[config.mk]
export PLATFORM = sky130hd
export DESIGN_NAME = ddr_init_host
export DESIGN_NICKNAME = d
export VERILOG_FILES = /design/src/rtl/ddrinit_pkg.sv /design/src/rtl/ddr_init_host.sv
export SDC_FILE = /design/constraint.sdc
export NUM_CORES = 1
export LEC_CHECK = 0
export ABC_AREA = 1
export CAP_MARGIN = 10
export CORE_MARGIN = 2
export CORE_UTILIZATION = 59
export DETAILED_ROUTE_END_ITERATION = 10
export DONT_BUFFER_PORTS = 1
export GPL_TIMING_DRIVEN = 0
export PLACE_DENSITY = 0.78
export SYNTH_ARGS = -nofsm -noshare
export SYNTH_HDL_FRONTEND = slang
export SYNTH_SLANG_ARGS = --single-unit
export TNS_END_PERCENT = 1
[constraint.sdc]
create_clock -name I_CLK -period 11.4 [get_ports I_CLK]
set_clock_uncertainty 0.2 [all_clocks]
set_input_delay 0.57 -clock I_CLK [delete_from_list [all_inputs] [get_ports I_CLK]]
set_output_delay 0.57 -clock I_CLK [all_outputs]
set_load 0.05 [all_outputs]
[src/rtl/ddrinit_pkg.sv]
package ddrinit_pkg;

   // ----------------------------------------------------------------
   // Device register map, byte offsets
   // ----------------------------------------------------------------
   localparam logic [7:0] DEV_CFG = 8'h00;
   localparam logic [7:0] DEV_REF = 8'h04;
   localparam logic [7:0] DEV_T0 = 8'h08;
   localparam logic [7:0] DEV_T1 = 8'h0c;
   localparam logic [7:0] DEV_T2 = 8'h10;
   localparam logic [7:0] DEV_T3 = 8'h14;
   localparam logic [7:0] DEV_MR0 = 8'h18;
   localparam logic [7:0] DEV_MR1 = 8'h1c;
   localparam logic [7:0] DEV_MR2 = 8'h20;
   localparam logic [7:0] DEV_MR3 = 8'h24;
   localparam logic [7:0] DEV_TERM = 8'h28;
   localparam logic [7:0] DEV_PHY = 8'h2c;
   localparam logic [7:0] DEV_ZCAL = 8'h30;
   localparam logic [7:0] DEV_CMD = 8'h34;
   localparam logic [7:0] DEV_STATE = 8'h38;

   // ----------------------------------------------------------------
   // Host command registers
   // ----------------------------------------------------------------
   localparam logic [7:0] HOST_CTRL = 8'h00;
   localparam logic [7:0] HOST_LAT = 8'h04;
   localparam logic [7:0] HOST_ROW = 8'h08;
   localparam logic [7:0] HOST_MISC = 8'h0c;
   localparam logic [7:0] HOST_INIT = 8'h10;
   localparam logic [7:0] HOST_STATUS = 8'h14;
   localparam logic [31:0] HOST_CTRL_RESET = 32'h0000_0000;

   // ----------------------------------------------------------------
   // Device field positions
   // ----------------------------------------------------------------
   localparam int CFG_MODE = 0;
   localparam int CFG_WIDTH = 1;
   localparam int CFG_BSIZE = 2;
   localparam int CFG_BLEN = 3;
   localparam int CFG_BANKS = 4;
   localparam int CFG_COL = 5;
   localparam int CFG_ROW = 9;
   localparam int CFG_ECC = 13;
   localparam int CFG_ECC_COR = 14;
   localparam int CFG_ECC_ERR = 15;
   localparam int CFG_LARGE = 16;
   localparam int REF_PEND = 16;
   localparam int T0_WR_XFR = 4;
   localparam int T0_RD_PRE = 8;
   localparam int T0_WR_PRE = 12;
   localparam int T0_ACT_PRE = 17;
   localparam int T0_RD_CS = 22;
   localparam int T0_WR_CS = 25;
   localparam int T0_RD_WR = 28;
   localparam int T1_ACT_COL = 5;
   localparam int T1_ACT_ACT = 9;
   localparam int T1_PRE_ACT = 13;
   localparam int T1_FAW = 17;
   localparam int T1_RC = 23;
   localparam int T2_REF = 10;
   localparam int T2_MODE = 19;
   localparam int T2_PALL = 24;
   localparam int T3_LODT = 5;
   localparam int T3_ODT_WR = 9;
   localparam int T3_ODT_RD = 13;
   localparam int PAD_INTERFACE_RESET = 0;
   localparam int PHY_STUB = 1;
   localparam int MEMORY_CLOCK_DRIVE_ENABLE = 2;
   localparam int COMMAND_LINES_DRIVE_ENABLE = 3;
   localparam int TERMINATION_DRIVE_ENABLE = 4;
   localparam int ZCAL_ACTIVE = 0;
   localparam int CMD_INIT = 0;
   localparam int STATE_DONE = 0;

   // ----------------------------------------------------------------
   // Fixed values and timing
   // ----------------------------------------------------------------
   localparam logic [31:0] MODE_DDR3 = 32'h0000_0001;
   localparam logic [31:0] PEND_REFRESH = 32'h0000_0008;
   localparam logic [31:0] BURST = 32'h0000_0004;
   localparam logic [31:0] ODT_OFS = 32'h0000_0002;
   localparam logic [31:0] MR1_FIXED = 32'h0000_0040;
   localparam logic [31:0] MR3_FIXED = 32'h0000_0000;
   localparam logic [31:0] TERM_ALL_WRITES = 32'h0000_000c;
   localparam logic [31:0] ZCAL_START = 32'h0000_00ef;
   localparam int DEV_PERIOD_PS = 3200;
   localparam int PS_PER_NS = 1000;

   typedef enum logic [2:0] {
      ST_IDLE = 3'b000,
      ST_WRITE = 3'b001,
      ST_POLL_RD = 3'b010,
      ST_POLL_CHK = 3'b011,
      ST_DONE = 3'b100,
      ST_FAIL = 3'b101
   } seq_e;

   // Value masked to its field width, shifted to its position
   function automatic logic [31:0] fld(input logic [31:0] v, input int lsb, input int w);
      fld = (v & ((32'h1 << w) - 32'h1)) << lsb;
   endfunction

endpackage

[src/rtl/ddr_init_host.sv]
// Contract
// - Lane-width field 0 for one byte lane, 1 for two lanes.
// - Highest column and row bit fields get bit count minus one.
// - Bank count and burst length set to 1; burst size equals lane width.
// - ECC, both error forwards and large map kept cleared during init.
// - Refresh interval is ns over 3.2 rounded down; pending refreshes 8.
// - Precharge delays: BL-1, WL+BL+tWR-1, tRAS-1.
// - Turnarounds: RL+BL+1-WL and WL+BL+tWTR-1.
// - Init, refresh, mode-set and precharge-all delays use value minus one.
// - Load four mode values, written to memory during init.
// - Termination control register written with 0x0000000C.
// - Release pad reset and set stub mode before calibration.
// - Start impedance calibration by writing 0xEF.
// - Poll calibration bit until the device clears it.
// - After calibration enable clock, command and termination drivers.
// - Set initialize bit once configured; device runs power-up.
// - Wait for done flag before read traffic.
// - Memory-type field set to 1 for DDR3.
// - Timings are module values in 3.2 ns cycles rounded up.
// - RL is CL, WL is CWL, BL is 4, both termination offsets 2.
`timescale 1ns/1ps
module ddr_init_host #(
   parameter int POLL_LIMIT = 65536
) (
   input wire logic I_CLK,
   input wire logic I_RST,
   input wire logic [7:0] I_ADDR,
   input wire logic [31:0] I_WDATA,
   input wire logic I_WR,
   input wire logic I_RD,
   output logic [31:0] O_RDATA,
   output logic [7:0] O_DEV_ADDR,
   output logic [31:0] O_DEV_WDATA,
   output logic O_DEV_WR,
   output logic O_DEV_RD,
   input wire logic [31:0] I_DEV_RDATA,
   output logic O_BUSY,
   output logic O_DONE
);

   if (POLL_LIMIT < 2 || POLL_LIMIT > 32'h7fff_ffff) begin : g_check
      $error("POLL_LIMIT out of range");
   end

   localparam logic [3:0] LAST_STEP = 4'he;
   localparam logic [31:0] POLL_MAX = 32'(POLL_LIMIT - 1);

   // ----------------------------------------------------------------
   // Command registers
   // ----------------------------------------------------------------
   logic [31:0] ctrl;
   logic [31:0] lat;
   logic [31:0] rowt;
   logic [31:0] misc;
   logic [31:0] initp;
   logic done;
   logic fail;
   ddrinit_pkg::seq_e state;
   ddrinit_pkg::seq_e next_state;
   logic [3:0] step;
   logic [3:0] next_step;
   logic [31:0] poll_cnt;

   wire host_wr_ctrl = I_WR && I_ADDR == ddrinit_pkg::HOST_CTRL;
   wire start = host_wr_ctrl && I_WDATA[0] && state != ddrinit_pkg::ST_WRITE
      && state != ddrinit_pkg::ST_POLL_RD && state != ddrinit_pkg::ST_POLL_CHK;
   wire busy = state == ddrinit_pkg::ST_WRITE || state == ddrinit_pkg::ST_POLL_RD
      || state == ddrinit_pkg::ST_POLL_CHK;
   // Parameters frozen while a sequence runs, so fields stay consistent
   wire cfg_wr_ok = I_WR && !busy;

   always_ff @(posedge I_CLK or posedge I_RST) begin
      if (I_RST) begin
         ctrl <= ddrinit_pkg::HOST_CTRL_RESET;
         lat <= 32'h0;
         rowt <= 32'h0;
         misc <= 32'h0;
         initp <= 32'h0;
      end else if (cfg_wr_ok) begin
         if (I_ADDR == ddrinit_pkg::HOST_CTRL) ctrl <= {I_WDATA[31:1], 1'b0};
         if (I_ADDR == ddrinit_pkg::HOST_LAT) lat <= I_WDATA;
         if (I_ADDR == ddrinit_pkg::HOST_ROW) rowt <= I_WDATA;
         if (I_ADDR == ddrinit_pkg::HOST_MISC) misc <= I_WDATA;
         if (I_ADDR == ddrinit_pkg::HOST_INIT) initp <= I_WDATA;
      end
   end

   wire [31:0] status = {24'h0, step, 1'b0, fail, done, busy};
   wire [31:0] rd_mux =
      I_ADDR == ddrinit_pkg::HOST_CTRL ? ctrl :
      I_ADDR == ddrinit_pkg::HOST_LAT ? lat :
      I_ADDR == ddrinit_pkg::HOST_ROW ? rowt :
      I_ADDR == ddrinit_pkg::HOST_MISC ? misc :
      I_ADDR == ddrinit_pkg::HOST_INIT ? initp :
      I_ADDR == ddrinit_pkg::HOST_STATUS ? status : 32'h0;

   always_ff @(posedge I_CLK or posedge I_RST) begin
      if (I_RST) begin
         O_RDATA <= 32'h0;
      end else begin
         O_RDATA <= I_RD ? rd_mux : 32'h0;
      end
   end

   // ----------------------------------------------------------------
   // Module parameters, already in 3.2 ns cycles except the refresh interval, given in ns
   // ----------------------------------------------------------------
   wire two_lanes = ctrl[1];
   wire [31:0] col_bits = {28'h0, ctrl[7:4]};
   wire [31:0] row_bits = {27'h0, ctrl[12:8]};
   wire [31:0] rl = {24'h0, lat[7:0]};
   wire [31:0] wl = {24'h0, lat[15:8]};
   wire [31:0] twr = {24'h0, lat[23:16]};
   wire [31:0] twtr = {24'h0, lat[31:24]};
   wire [31:0] trcd = {24'h0, rowt[7:0]};
   wire [31:0] trrd = {24'h0, rowt[15:8]};
   wire [31:0] trp = {24'h0, rowt[23:16]};
   wire [31:0] tras = {24'h0, rowt[31:24]};
   wire [31:0] tfaw = {24'h0, misc[7:0]};
   wire [31:0] trc = {24'h0, misc[15:8]};
   wire [31:0] trfc = {24'h0, misc[23:16]};
   wire [31:0] tmod = {24'h0, misc[31:24]};
   wire [31:0] txpr = {22'h0, initp[9:0]};
   wire [31:0] refi_ns = {16'h0, initp[31:16]};
   wire [31:0] bl = ddrinit_pkg::BURST;

   // Floor division keeps the refresh rate at or above what the part needs
   wire [63:0] refi_ps = 64'(refi_ns) * 64'(ddrinit_pkg::PS_PER_NS);
   wire [31:0] ref_period = 32'(refi_ps / 64'(ddrinit_pkg::DEV_PERIOD_PS));

   // ----------------------------------------------------------------
   // Device register images
   // ----------------------------------------------------------------
   wire [31:0] img_cfg =
      ddrinit_pkg::fld(ddrinit_pkg::MODE_DDR3, ddrinit_pkg::CFG_MODE, 1) |
      ddrinit_pkg::fld({31'h0, two_lanes}, ddrinit_pkg::CFG_WIDTH, 1) |
      ddrinit_pkg::fld({31'h0, two_lanes}, ddrinit_pkg::CFG_BSIZE, 1) |
      ddrinit_pkg::fld(32'h1, ddrinit_pkg::CFG_BLEN, 1) |
      ddrinit_pkg::fld(32'h1, ddrinit_pkg::CFG_BANKS, 1) |
      ddrinit_pkg::fld(col_bits - 32'h1, ddrinit_pkg::CFG_COL, 4) |
      ddrinit_pkg::fld(row_bits - 32'h1, ddrinit_pkg::CFG_ROW, 4);
   wire [31:0] img_ref = ddrinit_pkg::fld(ref_period, 0, 16) |
      ddrinit_pkg::fld(ddrinit_pkg::PEND_REFRESH, ddrinit_pkg::REF_PEND, 4);
   wire [31:0] img_t0 =
      ddrinit_pkg::fld(rl - 32'h3, 0, 4) |
      ddrinit_pkg::fld(wl - 32'h1, ddrinit_pkg::T0_WR_XFR, 4) |
      ddrinit_pkg::fld(bl - 32'h1, ddrinit_pkg::T0_RD_PRE, 4) |
      ddrinit_pkg::fld(wl + bl + twr - 32'h1, ddrinit_pkg::T0_WR_PRE, 5) |
      ddrinit_pkg::fld(tras - 32'h1, ddrinit_pkg::T0_ACT_PRE, 5) |
      ddrinit_pkg::fld(bl, ddrinit_pkg::T0_RD_CS, 3) |
      ddrinit_pkg::fld(bl - 32'h1, ddrinit_pkg::T0_WR_CS, 3) |
      ddrinit_pkg::fld(rl + bl + 32'h1 - wl, ddrinit_pkg::T0_RD_WR, 4);
   wire [31:0] img_t1 =
      ddrinit_pkg::fld(wl + bl + twtr - 32'h1, 0, 5) |
      ddrinit_pkg::fld(trcd - 32'h1, ddrinit_pkg::T1_ACT_COL, 4) |
      ddrinit_pkg::fld(trrd - 32'h1, ddrinit_pkg::T1_ACT_ACT, 4) |
      ddrinit_pkg::fld(trp - 32'h1, ddrinit_pkg::T1_PRE_ACT, 4) |
      ddrinit_pkg::fld(tfaw - 32'h1, ddrinit_pkg::T1_FAW, 6) |
      ddrinit_pkg::fld(trc - 32'h1, ddrinit_pkg::T1_RC, 6);
   wire [31:0] img_t2 =
      ddrinit_pkg::fld(txpr - 32'h1, 0, 10) |
      ddrinit_pkg::fld(trfc - 32'h1, ddrinit_pkg::T2_REF, 9) |
      ddrinit_pkg::fld(tmod - 32'h1, ddrinit_pkg::T2_MODE, 5) |
      ddrinit_pkg::fld(trp - 32'h1, ddrinit_pkg::T2_PALL, 4);
   wire [31:0] img_t3 =
      ddrinit_pkg::fld(wl + twtr - 32'h1, 0, 5) |
      ddrinit_pkg::fld(rl - 32'h3, ddrinit_pkg::T3_LODT, 4) |
      ddrinit_pkg::fld(ddrinit_pkg::ODT_OFS - 32'h1, ddrinit_pkg::T3_ODT_WR, 4) |
      ddrinit_pkg::fld(ddrinit_pkg::ODT_OFS - 32'h1, ddrinit_pkg::T3_ODT_RD, 4);
   wire [31:0] img_mr0 = ddrinit_pkg::fld(rl - 32'h4, 4, 3) |
      ddrinit_pkg::fld(twr - 32'h4, 9, 3);
   wire [31:0] img_mr2 = ddrinit_pkg::fld(wl - 32'h5, 3, 3);
   wire [31:0] img_phy_on = 32'h1 << ddrinit_pkg::PHY_STUB;
   wire [31:0] img_phy_oe = img_phy_on | (32'h1 << ddrinit_pkg::MEMORY_CLOCK_DRIVE_ENABLE) |
      (32'h1 << ddrinit_pkg::COMMAND_LINES_DRIVE_ENABLE) | (32'h1 << ddrinit_pkg::TERMINATION_DRIVE_ENABLE);

   // ----------------------------------------------------------------
   // Step table: one device write per step, some followed by a poll
   // ----------------------------------------------------------------
   wire [7:0] step_addr =
      step == 4'h0 ? ddrinit_pkg::DEV_CFG :
      step == 4'h1 ? ddrinit_pkg::DEV_REF :
      step == 4'h2 ? ddrinit_pkg::DEV_T0 :
      step == 4'h3 ? ddrinit_pkg::DEV_T1 :
      step == 4'h4 ? ddrinit_pkg::DEV_T2 :
      step == 4'h5 ? ddrinit_pkg::DEV_T3 :
      step == 4'h6 ? ddrinit_pkg::DEV_MR0 :
      step == 4'h7 ? ddrinit_pkg::DEV_MR1 :
      step == 4'h8 ? ddrinit_pkg::DEV_MR2 :
      step == 4'h9 ? ddrinit_pkg::DEV_MR3 :
      step == 4'ha ? ddrinit_pkg::DEV_TERM :
      step == 4'hb ? ddrinit_pkg::DEV_PHY :
      step == 4'hc ? ddrinit_pkg::DEV_ZCAL :
      step == 4'hd ? ddrinit_pkg::DEV_PHY : ddrinit_pkg::DEV_CMD;
   wire [31:0] step_data =
      step == 4'h0 ? img_cfg :
      step == 4'h1 ? img_ref :
      step == 4'h2 ? img_t0 :
      step == 4'h3 ? img_t1 :
      step == 4'h4 ? img_t2 :
      step == 4'h5 ? img_t3 :
      step == 4'h6 ? img_mr0 :
      step == 4'h7 ? ddrinit_pkg::MR1_FIXED :
      step == 4'h8 ? img_mr2 :
      step == 4'h9 ? ddrinit_pkg::MR3_FIXED :
      step == 4'ha ? ddrinit_pkg::TERM_ALL_WRITES :
      step == 4'hb ? img_phy_on :
      step == 4'hc ? ddrinit_pkg::ZCAL_START :
      step == 4'hd ? img_phy_oe : 32'h1 << ddrinit_pkg::CMD_INIT;
   wire step_polls = step == 4'hc || step == LAST_STEP;
   wire [7:0] poll_addr = step == 4'hc ? ddrinit_pkg::DEV_ZCAL : ddrinit_pkg::DEV_STATE;
   // Calibration ends when the device clears its bit; init ends on done
   wire poll_ok = step == 4'hc ? !I_DEV_RDATA[ddrinit_pkg::ZCAL_ACTIVE]
      : I_DEV_RDATA[ddrinit_pkg::STATE_DONE];
   wire poll_out = poll_cnt == POLL_MAX;

   // ----------------------------------------------------------------
   // Sequencer
   // ----------------------------------------------------------------
   always_comb begin
      next_state = state;
      next_step = step;
      case (state)
         ddrinit_pkg::ST_IDLE,
         ddrinit_pkg::ST_DONE,
         ddrinit_pkg::ST_FAIL: begin
            if (start) begin
               next_state = ddrinit_pkg::ST_WRITE;
               next_step = 4'h0;
            end
         end
         ddrinit_pkg::ST_WRITE: begin
            if (step_polls) begin
               next_state = ddrinit_pkg::ST_POLL_RD;
            end else begin
               next_step = step + 4'h1;
            end
         end
         ddrinit_pkg::ST_POLL_RD: begin
            next_state = ddrinit_pkg::ST_POLL_CHK;
         end
         ddrinit_pkg::ST_POLL_CHK: begin
            if (poll_ok && step == LAST_STEP) begin
               next_state = ddrinit_pkg::ST_DONE;
            end else if (poll_ok) begin
               next_state = ddrinit_pkg::ST_WRITE;
               next_step = step + 4'h1;
            end else if (poll_out) begin
               next_state = ddrinit_pkg::ST_FAIL;
            end else begin
               next_state = ddrinit_pkg::ST_POLL_RD;
            end
         end
         default: begin
            next_state = ddrinit_pkg::ST_IDLE;
         end
      endcase
   end

   always_ff @(posedge I_CLK or posedge I_RST) begin
      if (I_RST) begin
         state <= ddrinit_pkg::ST_IDLE;
         step <= 4'h0;
         poll_cnt <= 32'h0;
         done <= 1'b0;
         fail <= 1'b0;
      end else begin
         state <= next_state;
         step <= next_step;
         poll_cnt <= state == ddrinit_pkg::ST_POLL_CHK ? poll_cnt + 32'h1 :
            state == ddrinit_pkg::ST_WRITE ? 32'h0 : poll_cnt;
         done <= next_state == ddrinit_pkg::ST_DONE;
         fail <= next_state == ddrinit_pkg::ST_FAIL;
      end
   end

   // Device bus outputs registered from the current state; busy and done from the next state
   always_ff @(posedge I_CLK or posedge I_RST) begin
      if (I_RST) begin
         O_DEV_ADDR <= 8'h0;
         O_DEV_WDATA <= 32'h0;
         O_DEV_WR <= 1'b0;
         O_DEV_RD <= 1'b0;
         O_BUSY <= 1'b0;
         O_DONE <= 1'b0;
      end else begin
         O_DEV_WR <= state == ddrinit_pkg::ST_WRITE;
         O_DEV_RD <= state == ddrinit_pkg::ST_POLL_RD;
         O_DEV_ADDR <= state == ddrinit_pkg::ST_POLL_RD ? poll_addr : step_addr;
         O_DEV_WDATA <= state == ddrinit_pkg::ST_WRITE ? step_data : 32'h0;
         O_BUSY <= next_state == ddrinit_pkg::ST_WRITE
            || next_state == ddrinit_pkg::ST_POLL_RD || next_state == ddrinit_pkg::ST_POLL_CHK;
         O_DONE <= next_state == ddrinit_pkg::ST_DONE;
      end
   end

   // ----------------------------------------------------------------
   // Checks
   // ----------------------------------------------------------------
   wire wr_cfg = O_DEV_WR && O_DEV_ADDR == ddrinit_pkg::DEV_CFG;
endmodule

# Word level (Yosys, flattened, before mapping)
# Cells that the tools add are included.
# W data, S select, Z words.
word_totals:
  register_bits: 273
  input_bits: 76
op_classes:
  addsub: 28
  mul: 1
  n_div: 1
  eq_ne: 37
  mux: 52
  bitwise_logic: 17
  n_reduce_logical: 26
ops:
  columns: ["op", "n"]
  rows:
  - ["$mux W32", 12]
  - ["$div A42 B12 Y64 const B", 1]
  - ["$mux W8", 7]
  - ["$mux W6", 9]
  - ["$mux W5", 7]
  - ["$add A32 B1 Y32 const B", 1]
  - ["$eq A32 B16 Y1 const B", 1]
  - ["$or A27 B32 Y32", 1]
  - ["$mux W29", 1]
  - ["$or A23 B29 Y29", 1]
  - ["$eq A4 B4 Y1 const B", 7]
  - ["$mux W28", 1]
  - ["$or A24 B28 Y28", 1]
  - ["$or A5 B9 Y9", 3]
  - ["$or A9 B13 Y13", 2]
  - ["$sub A5 B1 Y5 const B", 5]
  - ["$or A19 B24 Y24", 1]
  - ["$sub A4 B1 Y4 const B", 6]
  - ["$mul A16 B7 Y23 const B", 1]
  - ["$or A17 B23 Y23", 1]
  - ["$or A17 B22 Y22", 1]
  - ["$mux W4", 5]
  - ["$or A10 B19 Y19", 1]
  - ["$or A10 B17 Y17", 1]
  - ["other kinds (43)", 85]

# Logic depth before layout (Yosys ltp)
depth:
  ltp_word: 16
  ltp_mapped: 99

# Least setup slack after synthesis
# No wires, ideal clock.
synth_path:
  kind: "register to register"
  start: "reg initp[23]"
  end: "reg O_DEV_WDATA[0]"
  setup_time_ps: 122
  arrival_ps: 10470
  t_required_ps: 11078
  slack_ps: 608
  path_stages_with_launch: 86
  path_buffers: 1
  period_less_slack_ps: 10792
  path_cell_list: "dfrtp_1 inv_1 fa_1 fa_1 inv_1 fa_1 inv_1 fa_1 inv_1 ha_1 nand2_1 nor2_1 inv_1 nor2_1 nand2_1 nand3_1 nand2_2 nor2_2 [... 50 more ...] nor2_4 nand2_4 o211ai_2 nand2_2 inv_2 nand2_1 nor2_4 nand3_4 nand2_2 nand4_2 nand2_2 nand3_2 nand2_1 o21ai_0 nor2_1 nand3_1 nand2_1 a21oi_1"
synth_between:
  elab_chain_cells: 5
synth_rtl:
  columns: ["item", "line", "text"]
  rows:
  - ["start, declared", "ddr_init_host.sv:55", "logic [31:0] initp;"]
  - ["start signal, assigned", "ddr_init_host.sv:78", "initp <= 32'h0;"]
  - ["start signal, assigned", "ddr_init_host.sv:84", "if (I_ADDR == ddrinit_pkg::HOST_INIT) initp <= I_WDATA;"]
  - ["$mul A16 B7 Y23", "ddr_init_host.sv:128", "wire [63:0] refi_ps = 64'(refi_ns) * 64'(ddrinit_pkg::PS_PER_NS);"]
  - ["$div A42 B12 Y64", "ddr_init_host.sv:129", "wire [31:0] ref_period = 32'(refi_ps / 64'(ddrinit_pkg::DEV_PERIOD_PS));"]
  - ["$mux W32", "ddr_init_host.sv:197", "step == 4'h1 ? img_ref :"]
  - ["$mux W32", "ddr_init_host.sv:196", "step == 4'h0 ? img_cfg :"]
  - ["$mux W32", "ddr_init_host.sv:290", "O_DEV_WDATA <= state == ddrinit_pkg::ST_WRITE ? step_data : 32'h0;"]
  - ["end signal, assigned", "ddr_init_host.sv:290", null]
  - ["end, declared", "ddr_init_host.sv:33", "output logic [31:0] O_DEV_WDATA,"]
# Every way passes these cells.
# A chain may end at the register's enable or synchronous reset.

# Worst setup path after layout
layout_path:
  start: "reg initp[17]"
  end: "reg O_DEV_WDATA[0]"
# The elaborated chain is that of the path after synthesis.

==> results.py <==
metrics = {
    "final_layout": {
        "final_util": 0.679,
        "stdcell_count": 3178,
        "stdcell_area_um2": 22600,
        "nets": 2940,
        "drive_gt1_frac": 0.142,
        "antenna_cells": 0,
        "area_delta_synth_final_pct": 13.9,
        "nFillCells": 2799,
    },
    "outcome": {
        "violations": "setup timing",
        "outcome": "finished with violations",
    },
    "logic_synthesis": {
        "synth_edf_count": 0,
        "yosysUniqueCellTypes": 66,
        "synth.most_common_cell": "nand2_1",
        "yosys.area.top_type": "dfrtp_1",
        "netlist_area_um2": 19900,
        "yosys-top-cells-count": "nand2_1, inv_1, o21ai_0",
        "ys_dominant_reg_cell": "dfrtp_1",
        "synth.area.top_cells": "dfrtp_1, nand2_1, inv_1",
        "synth_seq_area_share": 0.341,
        "syn_avg_cell_area_um2": 7.63,
        "ys_ff_latch": 271,
        "yosys_warnings": 0,
        "synth_top_area_share": 0.341,
        "netlist_instances": 2607,
        "async_flop_share": 1.00,
    },
    "timing": {
        "period_share": 1.04,
        "hold_viol_final": 0,
        "max_freq_ghz": 0.0842,
        "fin_ws_ps": -477,
        "relSlewSlack": 0.148,
        "rsz0062_at_grt": "yes",
        "drv_slew": 0,
        "worst_slew_pin_slew_ps": 1270,
        "setup_viol": 2,
        "timing.final.crit_period_ps": 11880,
    },
    "setup_path": {
        "end_kind": "register",
        "worstPathArrival_ps": 12100,
        "max_stage_delay_ps": 530,
        "cp_common_cell": "nand2_2",
        "start_kind": "register",
        "cp_max_fo": 8,
        "cp.required_ps": 11620,
        "r2r_cells": 81,
        "r2r_end": "O_DEV_WDATA[0]",
        "critPathKind": "reg -> reg",
        "reg2reg_setup_slack_ps": -480,
        "slowest_stage": "fa_1",
        "reg2reg_from": "initp[17]",
    },
    "die": {
        "io_pins": 152,
        "die-area_um2": 35200,
        "die_x_um": 188,
        "rows": 67,
        "die_h_um": 188,
        "floorplan.initialDensity": 0.596,
        "core-area_um2": 33400,
    },
    "place": {
        "hpwl_mm": 46.8,
        "place_inst": 3060,
        "pre_cts_slack_ps": -1370,
        "gp_congestion": 1.00,
        "post_dp_cell_area_um2": 20500,
        "io_buffers": 0,
    },
    "hold_path": {
        "hold_path.startpoint": "I_WDATA[10]",
        "min_to": "initp[10]",
        "worstHoldPathType": "in -> reg",
        "hold_path_depth": 2,
    },
    "clock_tree": {
        "numClockSinks": 271,
        "htree_levels": 1,
        "numCtsBuffers": 28,
        "clk_latency_ps": 570,
        "cts_tree": "done",
        "clk_pin_slew_ps": 60,
        "clock_path_buffers": 3,
        "cts-root-buf": "clkbuf_16",
    },
    "global_routing": {
        "grt_usage": 0.351,
        "grt_pass1_vias": 18400,
        "antenna_found_initial": 0,
        "grt_pass1_wl_mm": 98.2,
        "grt_max_degree": 126,
        "gr-total-overflow": 0,
    },
    "routing": {
        "first_pass_iters": 6,
        "drtAntennaViolNets": 0,
        "drtIter0Drc": 1936,
        "wirelength_mm": 61.5,
        "vias_per_cell": 5.94,
        "drc": 0,
        "dr_total_vias": 18900,
        "wl_per_cell_um": 19.3,
    },
    "job": {
        "drv_cap": 0,
    },
}
==> worst max-delay path, delay by kind of cell, from the launching register on <==
family                   cells  cell delay, ps
flip-flops                   1             450
AO/OA/AOI/OAI                5             630
XOR/XNOR                     1             170
AND/OR/NAND/NOR             57            6310
buffers and inverters       12            1240
adder cells (fa/ha/maj)      6            2650
==> kinds of logic (layout without fill, tap and decap cells) <==
kind of cell             Yosys count  count (layout)  share of synthesized area
AND/OR/NAND/NOR                 1059            1059                      0.260
AO/OA/AOI/OAI                    552             552                      0.154
buffers and inverters            505             625                     0.0978
flip-flops                       271             271                      0.341
adder cells (fa/ha/maj)          153             153                      0.118
XOR/XNOR                          66              66                     0.0291
other                              1               4                   0.000189
==> stage by stage <==
stage | hold slack, ps | setup TNS (ps)
finish | 40.0 | -759
global route | 40.0 | -3040
CTS | 32.1 | -321
detailed placement | 177 | -3550
floorplan | 248 | 0
global placement | 261 | -2710
==> repair_timing <==
action                                  4_1_cts  5_1_grt
endpoints found under the hold margin        33        0
gates resized for setup                     128       25
endpoints found under the setup margin        4        3
hold buffers                                  7        0
setup buffers                                58        4
pin swaps                                    77       14
==> area by class of cell <==
class	count	area [um2]	area share
repair buffers	71	603	0.0266
clock buffers	43	847	0.0374
well taps	448	561	0.0248
flip-flops and latches	271	6800	0.300
plain buffers	75	329	0.0145
inverters	430	1640	0.0723
clock inverters	6	70.1	0.00309
multi-input cells	1834	11800	0.521
==> how the worst max path moves through the flow <==
| stage | startpoint | endpoint | cells after the start |
|---|---|---|---|
| 6_report | initp[17] | O_DEV_WDATA[0] | 81 |
| 5_1_grt | initp[26] | O_DEV_WDATA[0] | 84 |
| 4_1_cts | initp[26] | O_DEV_WDATA[0] | 83 |
| 3_5_place_dp | initp[24] | O_DEV_WDATA[0] | 86 |
| 3_3_place_gp | initp[21] | O_DEV_WDATA[0] | 86 |
| 2_1_floorplan | initp[23] | O_DEV_WDATA[0] | 85 |
==> registers in the layout (all words and copies together), names as in the netlist <==
register and count:
initp 32, rowt 32, fail 1, O_DEV_WDATA 32, O_DEV_RD 1, poll_cnt 32, O_DEV_ADDR 4, lat 32
step 4, O_BUSY 1, state 3, ctrl 31, done 1, O_RDATA 32, misc 32, O_DEV_WR 1
==> routing by layer <==
metal,up-vias,track usage,wire length [um]
met3,156,0.0616,5530
met5,-,0,0
met4,0,0.139,2700
li1,8762,-,-
met1,9029,0.477,25100
met2,929,0.560,28200
==> layout by cell type, fill, tap and decap left out, types with 12 or more instances in the layout <==
cell type,count
nand3_2,18
dfrtp_1,257
nor4_1,12
inv_1,386
nor2_4,23
nor2_2,13
nand2_2,66
nand3_1,104
clkbuf_16,28
nor2_1,142
nand2_1,514
nand3_4,20
o22ai_1,22
buf_4,66
xnor2_1,24
a21oi_1,143
ha_1,84
nand4_1,55
inv_2,32
xor2_1,40
nand2_4,32
clkbuf_1,68
dfrtp_2,14
o21ai_0,290
nor3_1,31
a221oi_1,14
fa_1,58
Power is left out: the tool's default activity adds up to more than one toggle a clock period on the data nets, which glitch-free logic cannot reach.
